### config.mk
export PLATFORM = sky130hd
export DESIGN_NAME = cbm_top
export DESIGN_NICKNAME = d
export VERILOG_FILES = /design/src/cbm_pkg.sv /design/src/cbm_top.sv
export SDC_FILE = /design/constraint.sdc
export NUM_CORES = 1
export LEC_CHECK = 0
export ABC_AREA = 1
export BUFFER_PORTS_ARGS = -buffer_cell sky130_fd_sc_hd__buf_4
export CAP_MARGIN = 30
export CORE_AREA = 2 2 264 266
export CTS_CLUSTER_DIAMETER = 60
export DETAILED_ROUTE_END_ITERATION = 7
export DIE_AREA = 0 0 266 268
export PLACE_DENSITY = 0.66
export SYNTH_ARGS = -nofsm -noshare
export SYNTH_HDL_FRONTEND = slang
export SYNTH_SLANG_ARGS = --single-unit
### constraint.sdc
create_clock -name clk_i -period 11.4 [get_ports clk_i]
set_input_delay 1.14 -clock clk_i [delete_from_list [all_inputs] [get_ports clk_i]]
set_output_delay 1.14 -clock clk_i [all_outputs]
set_load 0.01 [all_outputs]
### src/cbm_pkg.sv
// Constants, encodings and state types shared by the cache block
// management logic.
// Assumes a tool that accepts SystemVerilog packages; nothing is imported.

package cbm_pkg;

  // ------------------------------------------------------------------
  // Special-purpose register addressing
  // ------------------------------------------------------------------
  localparam int GRP_W = 5;
  localparam int REG_W = 11;
  localparam logic [GRP_W-1:0] GRP_DCACHE = 5'h03;
  localparam logic [GRP_W-1:0] GRP_ICACHE = 5'h04;
  localparam logic [REG_W-1:0] REG_DC_WRITEBACK = 11'h004;
  localparam logic [REG_W-1:0] REG_DC_LOCK = 11'h005;
  localparam logic [REG_W-1:0] REG_IC_PREFETCH = 11'h001;
  localparam logic [REG_W-1:0] REG_IC_INVALIDATE = 11'h002;
  localparam logic [REG_W-1:0] REG_IC_LOCK = 11'h003;

  // Slot index of each block register inside the design.
  localparam int NUM_REGS = 5;
  localparam int SLOT_DWB = 0;
  localparam int SLOT_DLOCK = 1;
  localparam int SLOT_IPF = 2;
  localparam int SLOT_IINV = 3;
  localparam int SLOT_ILOCK = 4;

  // Every target_address field resets to zero.
  localparam logic [63:0] ADDR_RESET = 64'h0;

  // ------------------------------------------------------------------
  // Commands and states
  // ------------------------------------------------------------------
  typedef enum logic [2:0] {
    CM_DPROBE = 3'h0,
    CM_DWB    = 3'h1,
    CM_IPROBE = 3'h2,
    CM_IINV   = 3'h3,
    CM_IFETCH = 3'h4
  } cbm_cmd_t;

  typedef enum logic [2:0] {
    OP_DWB    = 3'h0,
    OP_DLOCK  = 3'h1,
    OP_IPF    = 3'h2,
    OP_IINV   = 3'h3,
    OP_ILOCK  = 3'h4,
    OP_SN_DWB = 3'h5,
    OP_SN_INV = 3'h6
  } cbm_op_t;

  // Gray along idle, probe, act, broadcast.
  typedef enum logic [1:0] {
    E_IDLE  = 2'h0,
    E_PROBE = 2'h1,
    E_ACT   = 2'h3,
    E_BCAST = 2'h2
  } cbm_estate_t;

  // Gray along idle, coherency, cache, memory, done.
  typedef enum logic [2:0] {
    A_IDLE  = 3'h0,
    A_COH   = 3'h1,
    A_CACHE = 3'h3,
    A_MEM   = 3'h2,
    A_DONE  = 3'h6
  } cbm_astate_t;

endpackage : cbm_pkg

### src/cbm_top.sv
// Cache block management registers, maintenance engine, lock bits and
// page-attribute routing of loads and stores.
// Assumes the core's SPR write port, load/store pipeline, local cache
// arrays, main memory and coherency fabric all run on clk_i.
//
// Notes on behaviour
// - Each block register is as wide as the address, 32 or 64 bits.
// - Writes are accepted from user and supervisor privilege alike.
// - Coherent write-back also asks every other processor to write back.
// - Non-coherent write-back writes the local block only when modified.
// - Write-back register address resets to zero.
// - Data lock write locks the matching local block; write-only, resets zero.
// - Refill into a fully locked set unlocks its least-recently-used way.
// - Instruction prefetch fetches the block; never alters program results.
// - Without the prefetch option, prefetch writes are silently dropped.
// - Coherent instruction invalidate reaches every processor.
// - Non-coherent invalidate hits only the local cache; resets to zero.
// - Instruction lock write locks the matching local block.
// - Instruction lock that misses locally does nothing.
// - Accesses to coherent pages raise the coherency signal first.
// - Non-coherent pages raise no coherency signalling.
// - Caching-inhibited accesses go straight to main memory.
// - Caching-inhibited data is never allocated into a cache.
// - Inhibited accesses are never merged across synchronisation.
// - Write-through stores update the data cache and memory.
// - Write-through stores are never merged across synchronisation.
// - Write-back page stores update only the local data cache.
// - Snoop requests from others are served for write-back coherency.
// - Maintenance traffic is never recorded and never raises exceptions.
// - Without a cache, maintenance writes are ignored without stalling.

`timescale 1ns/1ps
`default_nettype none

module cbm_top #(
  parameter int AW = 32,
  parameter int BLOCK_BYTES = 16,
  parameter int SETS = 64,
  parameter int WAYS = 2,
  parameter bit HAS_DCACHE = 1'b1,
  parameter bit HAS_ICACHE = 1'b1,
  parameter bit HAS_DC_LOCK = 1'b1,
  parameter bit HAS_IC_PREFETCH = 1'b1,
  parameter bit HAS_IC_LOCK = 1'b1,
  localparam int SETW = (SETS > 1) ? $clog2(SETS) : 1,
  localparam int WAYW = (WAYS > 1) ? $clog2(WAYS) : 1
) (
  input wire logic clk_i,
  input wire logic rst_i,
  input wire logic ce_i,
  input wire logic coherency_required_i,
  // SPR write path.
  input wire logic spr_we_i,
  input wire logic [cbm_pkg::GRP_W-1:0] spr_grp_i,
  input wire logic [cbm_pkg::REG_W-1:0] spr_reg_i,
  input wire logic [AW-1:0] spr_wdata_i,
  output logic spr_stall_o,
  output logic busy_o,
  // Maintenance port to the local caches.
  output logic cm_req_o,
  output logic [2:0] cm_cmd_o,
  output logic [AW-1:0] cm_addr_o,
  input wire logic cm_ack_i,
  input wire logic cm_hit_i,
  input wire logic cm_dirty_i,
  input wire logic [WAYW-1:0] cm_way_i,
  // Broadcast to other processors.
  output logic bc_req_o,
  output logic bc_inv_o,
  output logic [AW-1:0] bc_addr_o,
  input wire logic bc_ack_i,
  // Snoop requests from other processors.
  input wire logic sn_req_i,
  input wire logic sn_inv_i,
  input wire logic [AW-1:0] sn_addr_i,
  output logic sn_ack_o,
  // Refill victim selection.
  input wire logic rf_valid_i,
  input wire logic rf_icache_i,
  input wire logic [SETW-1:0] rf_set_i,
  input wire logic [WAYW-1:0] rf_lru_way_i,
  output logic [WAYS-1:0] rf_lock_mask_o,
  // Load/store pipeline.
  input wire logic ls_req_i,
  input wire logic ls_we_i,
  input wire logic [AW-1:0] ls_addr_i,
  input wire logic [31:0] ls_wdata_i,
  input wire logic [3:0] ls_be_i,
  input wire logic coherent_page_attr_i,
  input wire logic caching_inhibit_attr_i,
  input wire logic writeback_page_attr_i,
  output logic ls_ack_o,
  output logic [31:0] ls_rdata_o,
  // Local data cache access.
  output logic dc_req_o,
  output logic dc_we_o,
  output logic dc_alloc_o,
  output logic [AW-1:0] dc_addr_o,
  output logic [31:0] dc_wdata_o,
  output logic [3:0] dc_be_o,
  input wire logic dc_ack_i,
  input wire logic [31:0] dc_rdata_i,
  // Main memory.
  output logic mem_req_o,
  output logic mem_we_o,
  output logic [AW-1:0] mem_addr_o,
  output logic [31:0] mem_wdata_o,
  output logic [3:0] mem_be_o,
  input wire logic mem_ack_i,
  input wire logic [31:0] mem_rdata_i,
  // Coherency signal for accesses to coherent pages.
  output logic coh_sig_o,
  input wire logic coh_ack_i
);

  localparam int OFFW = $clog2(BLOCK_BYTES);

  // ------------------------------------------------------------------
  // Elaboration checks
  // ------------------------------------------------------------------
  if (AW != 32 && AW != 64) begin : g_bad_aw
    $error("cbm_top: AW must be 32 or 64");
  end
  if (BLOCK_BYTES < 4 || (1 << OFFW) != BLOCK_BYTES) begin : g_bad_blk
    $error("cbm_top: bad BLOCK_BYTES");
  end
  if ((1 << $clog2(SETS)) != SETS || WAYS < 1) begin : g_bad_geom
    $error("cbm_top: bad SETS or WAYS");
  end

  function automatic logic [AW-1:0] blk(input logic [AW-1:0] a);
    blk = {a[AW-1:OFFW], {OFFW{1'b0}}};
  endfunction : blk

  // ------------------------------------------------------------------
  // Register decode
  // ------------------------------------------------------------------
  // Privilege is not an input, so both levels may write.
  wire dc_grp = spr_we_i && spr_grp_i == cbm_pkg::GRP_DCACHE;
  wire ic_grp = spr_we_i && spr_grp_i == cbm_pkg::GRP_ICACHE;
  wire [cbm_pkg::NUM_REGS-1:0] impl;
  wire [cbm_pkg::NUM_REGS-1:0] hit_w;
  wire [cbm_pkg::NUM_REGS-1:0] wr_w;
  logic [cbm_pkg::NUM_REGS-1:0] pend_r;
  logic [cbm_pkg::NUM_REGS-1:0] pend_nxt;
  logic [cbm_pkg::NUM_REGS-1:0] take_w;
  logic [AW-1:0] addr_r [cbm_pkg::NUM_REGS];

  // A missing cache or option drops the write and never stalls.
  assign impl[cbm_pkg::SLOT_DWB] = HAS_DCACHE;
  assign impl[cbm_pkg::SLOT_DLOCK] = HAS_DCACHE && HAS_DC_LOCK;
  assign impl[cbm_pkg::SLOT_IPF] = HAS_ICACHE && HAS_IC_PREFETCH;
  assign impl[cbm_pkg::SLOT_IINV] = HAS_ICACHE;
  assign impl[cbm_pkg::SLOT_ILOCK] = HAS_ICACHE && HAS_IC_LOCK;

  assign hit_w[cbm_pkg::SLOT_DWB] =
    dc_grp && spr_reg_i == cbm_pkg::REG_DC_WRITEBACK;
  assign hit_w[cbm_pkg::SLOT_DLOCK] =
    dc_grp && spr_reg_i == cbm_pkg::REG_DC_LOCK;
  assign hit_w[cbm_pkg::SLOT_IPF] =
    ic_grp && spr_reg_i == cbm_pkg::REG_IC_PREFETCH;
  assign hit_w[cbm_pkg::SLOT_IINV] =
    ic_grp && spr_reg_i == cbm_pkg::REG_IC_INVALIDATE;
  assign hit_w[cbm_pkg::SLOT_ILOCK] =
    ic_grp && spr_reg_i == cbm_pkg::REG_IC_LOCK;

  // A second write to a register whose request is still queued waits.
  assign spr_stall_o = |(hit_w & impl & pend_r);
  assign wr_w = hit_w & impl & ~pend_r;
  assign pend_nxt = (pend_r & ~take_w) | wr_w;

  for (genvar r = 0; r < cbm_pkg::NUM_REGS; r++) begin : g_reg
    always_ff @(posedge clk_i) begin
      if (rst_i) begin
        addr_r[r] <= cbm_pkg::ADDR_RESET[AW-1:0];
      end else if (ce_i && wr_w[r]) begin
        addr_r[r] <= spr_wdata_i;
      end
    end
  end

  always_ff @(posedge clk_i) begin
    if (rst_i) begin
      pend_r <= '0;
    end else if (ce_i) begin
      pend_r <= pend_nxt;
    end
  end

  // ------------------------------------------------------------------
  // Maintenance engine
  // ------------------------------------------------------------------
  cbm_pkg::cbm_estate_t e_state_r;
  cbm_pkg::cbm_estate_t e_state_nxt;
  cbm_pkg::cbm_op_t e_op_r;
  cbm_pkg::cbm_op_t e_op_nxt;
  logic [AW-1:0] e_addr_r;
  logic [AW-1:0] e_addr_nxt;
  logic e_coh_r;
  logic e_coh_nxt;
  logic sn_ack_r;
  logic [WAYW-1:0] e_way_r;

  wire e_idle = e_state_r == cbm_pkg::E_IDLE;
  wire sn_take = e_idle && sn_req_i && !sn_ack_r;
  wire e_is_snoop = e_op_r == cbm_pkg::OP_SN_DWB ||
    e_op_r == cbm_pkg::OP_SN_INV;
  wire e_dside = e_op_r == cbm_pkg::OP_DWB ||
    e_op_r == cbm_pkg::OP_DLOCK || e_op_r == cbm_pkg::OP_SN_DWB;
  wire e_inv = e_op_r == cbm_pkg::OP_IINV || e_op_r == cbm_pkg::OP_SN_INV;
  wire e_lock = e_op_r == cbm_pkg::OP_DLOCK || e_op_r == cbm_pkg::OP_ILOCK;
  wire probe_ack = e_state_r == cbm_pkg::E_PROBE && cm_ack_i;
  wire act_ack = e_state_r == cbm_pkg::E_ACT && cm_ack_i;
  // Only a modified block is written back; only a hit is invalidated.
  wire need_act = cm_hit_i && !e_lock && (!e_dside || cm_dirty_i);
  wire e_finish = (probe_ack && !need_act && !e_coh_r) ||
    (act_ack && !e_coh_r) ||
    (e_state_r == cbm_pkg::E_BCAST && bc_ack_i);

  always_comb begin
    take_w = '0;
    e_state_nxt = e_state_r;
    e_op_nxt = e_op_r;
    e_addr_nxt = e_addr_r;
    e_coh_nxt = e_coh_r;
    case (e_state_r)
      cbm_pkg::E_IDLE: begin
        if (sn_take) begin
          e_op_nxt = sn_inv_i ? cbm_pkg::OP_SN_INV : cbm_pkg::OP_SN_DWB;
          e_addr_nxt = blk(sn_addr_i);
          e_coh_nxt = 1'b0;
          e_state_nxt = cbm_pkg::E_PROBE;
        end else if (pend_r != '0) begin
          for (int r = cbm_pkg::NUM_REGS - 1; r >= 0; r--) begin
            if (pend_r[r]) begin
              take_w = '0;
              take_w[r] = 1'b1;
              e_op_nxt = cbm_pkg::cbm_op_t'(r[2:0]);
              e_addr_nxt = blk(addr_r[r]);
            end
          end
          // Only write-back and invalidate are ever broadcast.
          e_coh_nxt = coherency_required_i &&
            (e_op_nxt == cbm_pkg::OP_DWB ||
             e_op_nxt == cbm_pkg::OP_IINV);
          e_state_nxt = e_op_nxt == cbm_pkg::OP_IPF ?
            cbm_pkg::E_ACT : cbm_pkg::E_PROBE;
        end
      end
      cbm_pkg::E_PROBE: begin
        if (cm_ack_i) begin
          if (need_act) begin
            e_state_nxt = cbm_pkg::E_ACT;
          end else if (e_coh_r) begin
            e_state_nxt = cbm_pkg::E_BCAST;
          end else begin
            e_state_nxt = cbm_pkg::E_IDLE;
          end
        end
      end
      cbm_pkg::E_ACT: begin
        if (cm_ack_i) begin
          e_state_nxt = e_coh_r ? cbm_pkg::E_BCAST : cbm_pkg::E_IDLE;
        end
      end
      cbm_pkg::E_BCAST: begin
        if (bc_ack_i) begin
          e_state_nxt = cbm_pkg::E_IDLE;
        end
      end
      default: begin
        e_state_nxt = cbm_pkg::E_IDLE;
      end
    endcase
  end

  always_ff @(posedge clk_i) begin
    if (rst_i) begin
      e_state_r <= cbm_pkg::E_IDLE;
      e_op_r <= cbm_pkg::OP_DWB;
      e_addr_r <= cbm_pkg::ADDR_RESET[AW-1:0];
      e_coh_r <= 1'b0;
      e_way_r <= '0;
      sn_ack_r <= 1'b0;
    end else if (ce_i) begin
      e_state_r <= e_state_nxt;
      e_op_r <= e_op_nxt;
      e_addr_r <= e_addr_nxt;
      e_coh_r <= e_coh_nxt;
      sn_ack_r <= e_finish && e_is_snoop;
      if (probe_ack) begin
        e_way_r <= cm_way_i;
      end
    end
  end

  // No exception output; engine traffic never reaches load results.
  assign cm_req_o = e_state_r == cbm_pkg::E_PROBE ||
    e_state_r == cbm_pkg::E_ACT;
  assign cm_addr_o = e_addr_r;
  assign cm_cmd_o = e_state_r == cbm_pkg::E_PROBE ?
    (e_dside ? cbm_pkg::CM_DPROBE : cbm_pkg::CM_IPROBE) :
    (e_op_r == cbm_pkg::OP_IPF ? cbm_pkg::CM_IFETCH :
     e_inv ? cbm_pkg::CM_IINV : cbm_pkg::CM_DWB);
  assign bc_req_o = e_state_r == cbm_pkg::E_BCAST;
  assign bc_inv_o = e_inv;
  assign bc_addr_o = e_addr_r;
  assign sn_ack_o = sn_ack_r;
  assign busy_o = !e_idle || pend_r != '0;

  // ------------------------------------------------------------------
  // Lock bits
  // ------------------------------------------------------------------
  logic [WAYS-1:0] dlock_r [SETS];
  logic [WAYS-1:0] ilock_r [SETS];
  wire [SETW-1:0] e_set = e_addr_r[OFFW +: SETW];
  wire lock_hit = probe_ack && cm_hit_i && e_lock;
  wire dlock_set = lock_hit && e_op_r == cbm_pkg::OP_DLOCK;
  wire ilock_set = lock_hit && e_op_r == cbm_pkg::OP_ILOCK;
  // An invalidated block no longer holds a lock.
  wire ilock_clr = act_ack && e_inv;
  wire [WAYS-1:0] rf_row = rf_icache_i ? ilock_r[rf_set_i] :
    dlock_r[rf_set_i];
  wire rf_unlock = rf_valid_i && (&rf_row);
  wire [WAYS-1:0] lru_mask = WAYS'(1) << rf_lru_way_i;
  wire [WAYS-1:0] e_way_mask = WAYS'(1) << cm_way_i;
  wire [WAYS-1:0] e_old_mask = WAYS'(1) << e_way_r;

  assign rf_lock_mask_o = rf_row;

  for (genvar s = 0; s < SETS; s++) begin : g_lock
    wire at_e = e_set == SETW'(s);
    wire at_rf = rf_set_i == SETW'(s) && rf_unlock;
    wire [WAYS-1:0] d_clr = (at_rf && !rf_icache_i) ? lru_mask : '0;
    wire [WAYS-1:0] i_clr = ((at_rf && rf_icache_i) ? lru_mask : '0) |
      ((at_e && ilock_clr) ? e_old_mask : '0);
    wire [WAYS-1:0] d_set = (at_e && dlock_set) ? e_way_mask : '0;
    wire [WAYS-1:0] i_set = (at_e && ilock_set) ? e_way_mask : '0;
    always_ff @(posedge clk_i) begin
      if (rst_i) begin
        dlock_r[s] <= '0;
        ilock_r[s] <= '0;
      end else if (ce_i) begin
        dlock_r[s] <= (dlock_r[s] & ~d_clr) | d_set;
        ilock_r[s] <= (ilock_r[s] & ~i_clr) | i_set;
      end
    end
  end

  // ------------------------------------------------------------------
  // Load/store attribute routing
  // ------------------------------------------------------------------
  // Accesses are never combined, so none merges across a sync.
  cbm_pkg::cbm_astate_t a_state_r;
  cbm_pkg::cbm_astate_t a_state_nxt;
  logic a_we_r;
  logic a_cc_r;
  logic a_ci_r;
  logic a_wbc_r;
  logic [AW-1:0] a_addr_r;
  logic [31:0] a_wdata_r;
  logic [3:0] a_be_r;
  logic [31:0] rdata_r;

  wire a_take = a_state_r == cbm_pkg::A_IDLE && ls_req_i;
  // After the cache, only a write-through store continues to memory.
  wire a_thru = a_we_r && !a_wbc_r;

  always_comb begin
    a_state_nxt = a_state_r;
    case (a_state_r)
      cbm_pkg::A_IDLE: begin
        if (ls_req_i) begin
          if (coherent_page_attr_i) begin
            a_state_nxt = cbm_pkg::A_COH;
          end else if (caching_inhibit_attr_i || !HAS_DCACHE) begin
            a_state_nxt = cbm_pkg::A_MEM;
          end else begin
            a_state_nxt = cbm_pkg::A_CACHE;
          end
        end
      end
      cbm_pkg::A_COH: begin
        if (coh_ack_i) begin
          a_state_nxt = (a_ci_r || !HAS_DCACHE) ?
            cbm_pkg::A_MEM : cbm_pkg::A_CACHE;
        end
      end
      cbm_pkg::A_CACHE: begin
        if (dc_ack_i) begin
          a_state_nxt = a_thru ? cbm_pkg::A_MEM : cbm_pkg::A_DONE;
        end
      end
      cbm_pkg::A_MEM: begin
        if (mem_ack_i) begin
          a_state_nxt = cbm_pkg::A_DONE;
        end
      end
      cbm_pkg::A_DONE: begin
        a_state_nxt = cbm_pkg::A_IDLE;
      end
      default: begin
        a_state_nxt = cbm_pkg::A_IDLE;
      end
    endcase
  end

  always_ff @(posedge clk_i) begin
    if (rst_i) begin
      a_state_r <= cbm_pkg::A_IDLE;
      a_we_r <= 1'b0;
      a_cc_r <= 1'b0;
      a_ci_r <= 1'b0;
      a_wbc_r <= 1'b0;
      a_addr_r <= cbm_pkg::ADDR_RESET[AW-1:0];
      a_wdata_r <= '0;
      a_be_r <= '0;
      rdata_r <= '0;
    end else if (ce_i) begin
      a_state_r <= a_state_nxt;
      if (a_take) begin
        a_we_r <= ls_we_i;
        a_cc_r <= coherent_page_attr_i;
        a_ci_r <= caching_inhibit_attr_i;
        a_wbc_r <= writeback_page_attr_i;
        a_addr_r <= ls_addr_i;
        a_wdata_r <= ls_wdata_i;
        a_be_r <= ls_be_i;
      end
      if (a_state_r == cbm_pkg::A_CACHE && dc_ack_i && !a_we_r) begin
        rdata_r <= dc_rdata_i;
      end else if (a_state_r == cbm_pkg::A_MEM && mem_ack_i && !a_we_r) begin
        rdata_r <= mem_rdata_i;
      end
    end
  end

  assign coh_sig_o = a_state_r == cbm_pkg::A_COH && a_cc_r;
  assign dc_req_o = a_state_r == cbm_pkg::A_CACHE;
  assign dc_we_o = a_we_r;
  // Allocation is held off too, guarding against a stale attribute.
  assign dc_alloc_o = !a_ci_r;
  assign dc_addr_o = a_addr_r;
  assign dc_wdata_o = a_wdata_r;
  assign dc_be_o = a_be_r;
  assign mem_req_o = a_state_r == cbm_pkg::A_MEM;
  assign mem_we_o = a_we_r;
  assign mem_addr_o = a_addr_r;
  assign mem_wdata_o = a_wdata_r;
  assign mem_be_o = a_be_r;
  assign ls_ack_o = a_state_r == cbm_pkg::A_DONE;
  assign ls_rdata_o = rdata_r;

endmodule : cbm_top

`default_nettype wire

==> results of run 1 <==
## power by group through the flow
stage	clock network (mW)	registers, mW	logic (mW)
after detailed placement	0	2.37	0.809
after CTS	2.10	2.33	0.811
after floorplan	0	2.37	0.480
final	2.08	2.34	0.824
after global placement	0	2.37	0.800
after global routing	2.17	2.35	0.883
## cells in the final DEF, fill, tap and decap left out, drive strengths merged, types with 148 or more instances in the layout
| cell type | synthesis | routed |
|---|---|---|
| nand2 | 843 | 843 |
| o21ai | 177 | 177 |
| nand4 | 300 | 300 |
| nand3 | 314 | 314 |
| buf | 177 | 528 |
| edfxtp | 396 | 396 |
| dfxtp | 148 | 148 |
| inv | 285 | 289 |
| a21oi | 424 | 424 |
| nor2 | 379 | 379 |
## how the worst max path moves through the flow
stage,start,endpoint,slack [ns],depth (start not counted)
after global routing,rf_set_i[0],ilock_r[7][1],5.54,19
after CTS,rf_set_i[0],rf_lock_mask_o[1],5.97,16
after detailed placement,rf_set_i[0],ilock_r[52][1],5.33,19
final,rf_set_i[0],dlock_r[22][1],5.72,19
after floorplan,rst_i,dlock_r[0][0],3.31,5
after global placement,rf_set_i[0],dlock_r[50][0],5.34,19
## per-layer routing
| layer | vias up | global-route usage (%) | part of all wire [%] |
|---|---|---|---|
| met5 | - | 0 | 0 |
| met4 | 0 | 16.8 | 5.4 |
| met3 | 309 | 5.54 | 9.6 |
| met2 | 1837 | 50.0 | 47 |
| met1 | 14300 | 39.2 | 38 |
| li1 | 14100 | - | - |
## stage by stage
stage / cells / hold WS (ns) / cell area, um^2 / utilization, % / worst slack [ns]
after floorplan: 3993 / 0.420 / 31200 / - / 3.31
after global placement: 4951 / 0.449 / 34000 / 49.8 / 5.34
after detailed placement: 4955 / 0.454 / 34100 / 50.0 / 5.33
after CTS: 5075 / 0.465 / 36200 / 53.0 / 5.97
after global routing: 5081 / 0.477 / 36200 / 53.1 / 5.54
final: 5081 / 0.462 / 36200 / 53.1 / 5.72
## cell families (layout without fill, tap and decap cells)
kind of cell | after synthesis | in the layout | share of synthesized area, %
compound gates | 837 | 837 | 14.9
simple gates | 1863 | 1863 | 26.4
other cells | 1 | 14 | 0.0120
buf+inv | 740 | 940 | 11.0
flops | 544 | 544 | 47.7
xor+xnor | 1 | 1 | 0.0281
## state kept, by name, summed over array words and instances (netlist names), 2 cells and up
register    cells
a_state_r       3
addr_r        140
bc_addr_o      28
dc_addr_o      32
dc_be_o         4
dc_wdata_o     32
dlock_r       128
e_op_r          3
e_state_r       2
ilock_r       128
ls_rdata_o     32
pend_r          5
## cell type report
| cell class | instances | area share, % |
|---|---|---|
| clock inverter | 30 | 0.715 |
| inverter | 292 | 3.05 |
| tap | 882 | 3.05 |
| antenna | 6 | 0.0415 |
| clock buffer | 90 | 5.10 |
| multi-input combinational | 2709 | 35.8 |
| timing repair buffer | 528 | 11.2 |
| sequential | 544 | 41.0 |
## worst register-to-register path: cells and delay by family (launching register included)
family                 cells  cell delay (ns)
AND/OR/NAND/NOR            6             1.15
flip-flops                 1             0.43
AO/OA/AOI/OAI              2             0.19
buffers and inverters      5             1.92
==> metrics.md, run 1 <==
| Metric | Value |
|---|---|
| Most common cell in the netlist | `nand2_1` |
| Slowest-stage cell, CP | `buf_4` |
| NumNets Final | `between 4000 and 5000` |
| R2R Path End | `ilock_r[63][0]` |
| Pwr Density | `145 nW/um^2` |
| Unrepaired setup endpoints after global routing | `no` |
| Most used cell, CP | `nand2_1` |
| Kind of start point of the critical path | `primary input` |
| Sequential-to-total area share from yosys stat | `~48%` |
| Sw Share | `between 20% and 30%` |
| Total gr overflow | `0` |
| WL final | `114000 um` |
| Max FO, Critical Path | `83` |
| Distinct cell type count after synthesis | `41` |
| TritonCTS buffer count | `67` |
| CP delay by family, top | `buffers and inverters` |
| Hold endpoint | `a_cc_r` |
| Routed vias | `around 31000` |
| Fin. Hold Viols | `0` |
| RD Place Congestion | `~0.9` |
| Reg area | `~15000 um^2` |
| Crit Path Class | `primary input to flop` |
| WL per Instance | `between 20 and 25 um` |
| Synth warn | `0` |
| Synth top cells by count | `nand2_1 (842), a21oi_1 (424), edfxtp_1 (396), nor2_1 (375), nand3_1 (314)` |
| Resized cells post-CTS | `0` |
| Post-synthesis cell count | `between 3000 and 4000` |
| DRT Pass-1 Iters | `6` |
| Worst Hold Launch | `a_cc_r` |
| Yosys top cell by area | `edfxtp_1` |
| Die Ht | `~270 um` |
| Initial Util | `45.7%` |
| CTS root buffer | `clkbuf_16` |
| Clk pwr share | `between 30% and 40%` |
| Crit path required time | `~12 ns` |
| Worst R2R Start | `e_op_r[2]` |
| GRT Resource Usage Total | `a little under a third` |
| CTS Sinks | `544` |
| VDD IR max | `around 100 uV` |
| Area grow syn2layout | `16.2%` |
| # H-tree levels | `3` |
| Vias per inst | `approximately 6.0` |
| Final ANT Viol Nets | `0` |
| Post-CTS Hold Fix Bufs | `0` |
| CTS Buffer Depth | `3` |
| Core ar. | `between 60000 and 70000 um^2` |
| Slew HR | `a little over a quarter` |
| Int Power | `~3.7 mW` |
| Layout fillers | `between 6000 and 7000` |
| Sequential group share of total power | `44.6%` |
| Logic pwr share | `between 10% and 20%` |
| P_sw | `~1.5 mW` |
| Initial antenna violation count | `6` |
| DRC viols | `0` |
| R2R setup slack | `between 7 and 8 ns` |
| Synthesized area | `31200 um^2` |
| Synth Flop Type | `edfxtp_1` |
| Vias in the first global route | `around 29000` |
| Critical Path AT | `~6 ns` |
| Synth top area share | `38.2%` |
| Area contributors post-synth | `edfxtp_1 (38%), nand2_1 (10%), dfxtp_1 (9.5%)` |
| Pleak | `roughly 14 nW` |
| Max Slew Vio Count | `0` |
| Period utilisation layout | `approximately 50%` |
| Post-synth EDFFs | `396` |
| Boundary Pins | `approximately 490` |
| Row count | `96` |
| Worst path buffer plus inverter count | `5` |
| FF-to-FF path depth | `13` |
| Clk pin slew, worst setup/hold paths | `~0.06 ns` |
| Final setup skew | `0.0213 ns` |
| Crit-path max cell delay | `0.83 ns` |
| Die width | `around 270 um` |
| Tot Pwr | `5.24 mW` |
| Syn avg cell area | `roughly 7.8 um^2` |
| Initial drt markers | `3622` |
| First-pass GRT wire length | `171000 um` |
| Peak Freq | `~180 MHz` |
| Status | `finished clean` |
| Worst skew pair latency | `between 0.6 and 0.7 ns` |
| Final setup vio count | `0` |
| Worst hold stages | `2` |
| Largest net degree at the start of global routing | `about 220` |
| Period minus WS final | `between 5 and 6 ns` |
| Slew @ Worst Pin | `1.10 ns` |
| Postcts setup bufs | `0` |
| Share of layout cells above drive strength 1 | `15.6%` |
| Die area | `about 71000 um^2` |
| Final TNS setup | `0 ns` |
| HP Class | `flop to flop` |
| FF+latch count, synth | `~540` |
| # Max-Cap Violations | `0` |
| CTS tree | `yes` |
| Post-DP HPWL | `around 70000 um` |
| Area taken by multi-input logic gates | `approximately 13000 um^2` |
| Worst setup EP type | `flop` |
| Port Buffer Count | `between 400 and 500` |
| Ys async rst share | `0%` |
| CP cell instances | `buf_4 -> buf_4 -> buf_4 -> nand2_2 -> inv_2 -> nand2_1 -> nand4_1 -> nand2_1 -> nand2_1 -> nor2_1 -> nor2_1 -> nor2_1 -> nand3_1 -> nand2_1 -> nor2_4 -> buf_4 -> nand4_1 -> nand2_1 -> a21oi_1` |
Power figures use the tool's default switching activity.
==> run 2: changes to the inputs <==
--- a/config.mk
+++ b/config.mk
@@ -12,7 +12,7 @@
 export CTS_CLUSTER_DIAMETER = 60
 export DETAILED_ROUTE_END_ITERATION = 7
 export DIE_AREA = 0 0 266 268
-export PLACE_DENSITY = 0.66
+export PLACE_DENSITY = 0.69
 export SYNTH_ARGS = -nofsm -noshare
 export SYNTH_HDL_FRONTEND = slang
 export SYNTH_SLANG_ARGS = --single-unit
==> constraint.sdc (replaced) <==
create_clock -name clk_i -period 4.5 [get_ports clk_i]
set_input_delay 0.45 -clock clk_i [delete_from_list [all_inputs] [get_ports clk_i]]
set_output_delay 0.45 -clock clk_i [all_outputs]
set_load 0.01 [all_outputs]
==> metrics.md, run 2 (same netlist as run 1, synthesis figures left out) <==
| Metric | Value |
|---|---|
| Initial antenna violation count | `6` |
| Boundary Pins | `about 490` |
| Slowest-stage cell, CP | `buf_4` |
| CTS Buffer Depth | `3` |
| RD Place Congestion | `between 0.9 and 1` |
| CP Launch Point | `rf_set_i[0]` |
| First-pass GRT wire length | `175000 um` |
| Layout fillers | `6495` |
| Resized cells post-CTS | `0` |
| Post-CTS Hold Fix Bufs | `0` |
| Fin. Hold Viols | `0` |
| Core ar. | `slightly below 70000 um^2` |
| Die area | `between 70000 and 80000 um^2` |
| # H-tree levels | `3` |
| Pleak | `between 10 and 15 nW` |
| GRT Resource Usage Total | `a little under a third` |
| Worst R2R Start | `pend_r[0]` |
| Period minus WS final | `3.29 ns` |
| Worst setup EP type | `flop` |
| Final TNS setup | `0 ns` |
| Share of layout cells above drive strength 1 | `about 16%` |
| Final setup skew | `roughly 0.042 ns` |
| Crit path required time | `between 4 and 5 ns` |
| Routed vias | `about 31000` |
| Crit Path Class | `primary input to flop` |
| Vias per inst | `about 6` |
| Tot Pwr | `13.3 mW` |
| Initial Util | `between 40% and 50%` |
| Utilization after layout | `a little over half` |
| Most used cell, CP | `nand2_1` |
| Max FO, Critical Path | `83` |
| CP cell instances | `buf_4 -> nand2_1 -> inv_2 -> buf_12 -> nand2_1 -> nand2_1 -> o21ai_1 -> nand2_1 -> nor2_1 -> nor2_1 -> nor2_1 -> nand3_1 -> nand2_1 -> nor2_4 -> buf_12 -> nand4_1 -> nand2_1 -> a21oi_1` |
| CTS root buffer | `clkbuf_16` |
| Die Ht | `268 um` |
| Total gr overflow | `0` |
| NumNets Final | `approximately 4400` |
| Status | `finished clean` |
| Crit-path max cell delay | `between 0.4 and 0.5 ns` |
| Max Slew Vio Count | `0` |
| FF-to-FF path depth | `14` |
| Row count | `96` |
| # Max-Cap Violations | `0` |
| Postcts setup bufs | `0` |
| DRT Pass-1 Iters | `8` |
| Worst hold stages | `3` |
| Pwr Density | `about 360 nW/um^2` |
| Period utilisation layout | `between 70 and 80%` |
| Max FFs per register | `140` |
| Worst skew pair latency | `0.62 ns` |
| Initial drt markers | `around 4500` |
| VDD IR max | `approximately 310 uV` |
| WL per Instance | `around 23 um` |
| Biggest register | `addr_r` |
| R2R setup slack | `1.35 ns` |
| Largest net degree at the start of global routing | `160` |
| Critical Path AT | `about 3.6 ns` |
| Final ANT Viol Nets | `0` |
| Die width | `266 um` |
| Unrepaired setup endpoints after global routing | `no` |
| Post-DP HPWL | `roughly 73000 um` |
| Most common cell after layout, fill and taps aside | `nand2_1` |
| CTS tree | `yes` |
| HP Class | `primary input to flop` |
| Slew @ Worst Pin | `1.11 ns` |
| Clk pin slew, worst setup/hold paths | `about 0.060 ns` |
| Biggest regs | `addr_r (140), dlock_r (128), ilock_r (128)` |
| Worst setup path endpoint | `dlock_r[24][0]` |
| Post-route design area | `36400 um^2` |
| DRC viols | `0` |
| Area after DPL | `between 30000 and 40000 um^2` |
| WL final | `approximately 120000 um` |
| Final setup vio count | `0` |
| CTS Sinks | `about 540` |
| Port Buffer Count | `roughly 470` |
| Placed cell count | `around 5000` |
| Area grow syn2layout | `16.9%` |
| Fin cells | `5093` |
| Vias in the first global route | `between 20000 and 30000` |
| Slew HR | `25.7%` |
| R2R Path End | `e_op_r[1]` |
| Most frequent cells in the layout | `nand2_1 (839), buf_4 (525), a21oi_1 (423), edfxtp_1 (396), nor2_1 (371)` |
| Peak Freq | `about 300 MHz` |
| Kind of start point of the critical path | `primary input` |
| TritonCTS buffer count | `66` |
-- run 2: per-stage QoR --
stage                     worst slack [ns]  hold slack [ns]
final                                 1.21            0.117
after global routing                  1.01            0.116
after floorplan                       1.03            0.420
after global placement               0.772            0.440
after CTS                             1.31           0.0926
after detailed placement             0.744            0.444
-- run 2: routing by layer --
metal / track usage [%] / vias to the layer above / part of all wire, %
li1: - / 14100 / -
met1: 41.6 / 14600 / 38
met2: 49.6 / 2012 / 46
met3: 6.95 / 283 / 11
met4: 15.3 / 0 / 5.0
met5: 0 / - / 0
-- run 2: worst min path at each step --
stage	start	end	slack, ns
floorplan	a_wbc_r	a_wbc_r	0.42
global placement	a_wbc_r	a_wbc_r	0.44
detailed placement	a_wbc_r	a_wbc_r	0.44
CTS	mem_rdata_i[10]	ls_rdata_o[10]	0.09
global route	mem_rdata_i[12]	ls_rdata_o[12]	0.12
finish	mem_rdata_i[12]	ls_rdata_o[12]	0.12
-- run 2: worst max-delay path: cells and delay by family --
| kind | cells | cell delay, ns |
|---|---|---|
| compound gates | 2 | 0.18 |
| simple gates | 12 | 1.49 |
| buf+inv | 4 | 1.41 |
-- run 2: report_power, final --
| part | switching, mW | internal [mW] | total, mW | leakage, nW |
|---|---|---|---|---|
| clock network | 2.23 | 2.98 | 5.21 | 1.02 |
| logic | 1.41 | 0.744 | 2.15 | 7.66 |
| registers | 0.226 | 5.69 | 5.92 | 5.49 |
-- run 2: cell type report --
| type | count | area, um^2 | area share, % |
|---|---|---|---|
| Inverter | 292 | 1110 | 3.04 |
| Antenna cell | 4 | 10.0 | 0.0275 |
| Clock inverter | 31 | 228 | 0.625 |
| Clock buffer | 88 | 1860 | 5.10 |
| Sequential cell | 544 | 14900 | 40.8 |
| Timing Repair Buffer | 543 | 4300 | 11.8 |
| Multi-Input combinational cell | 2709 | 13000 | 35.6 |
| Tap cell | 882 | 1100 | 3.03 |
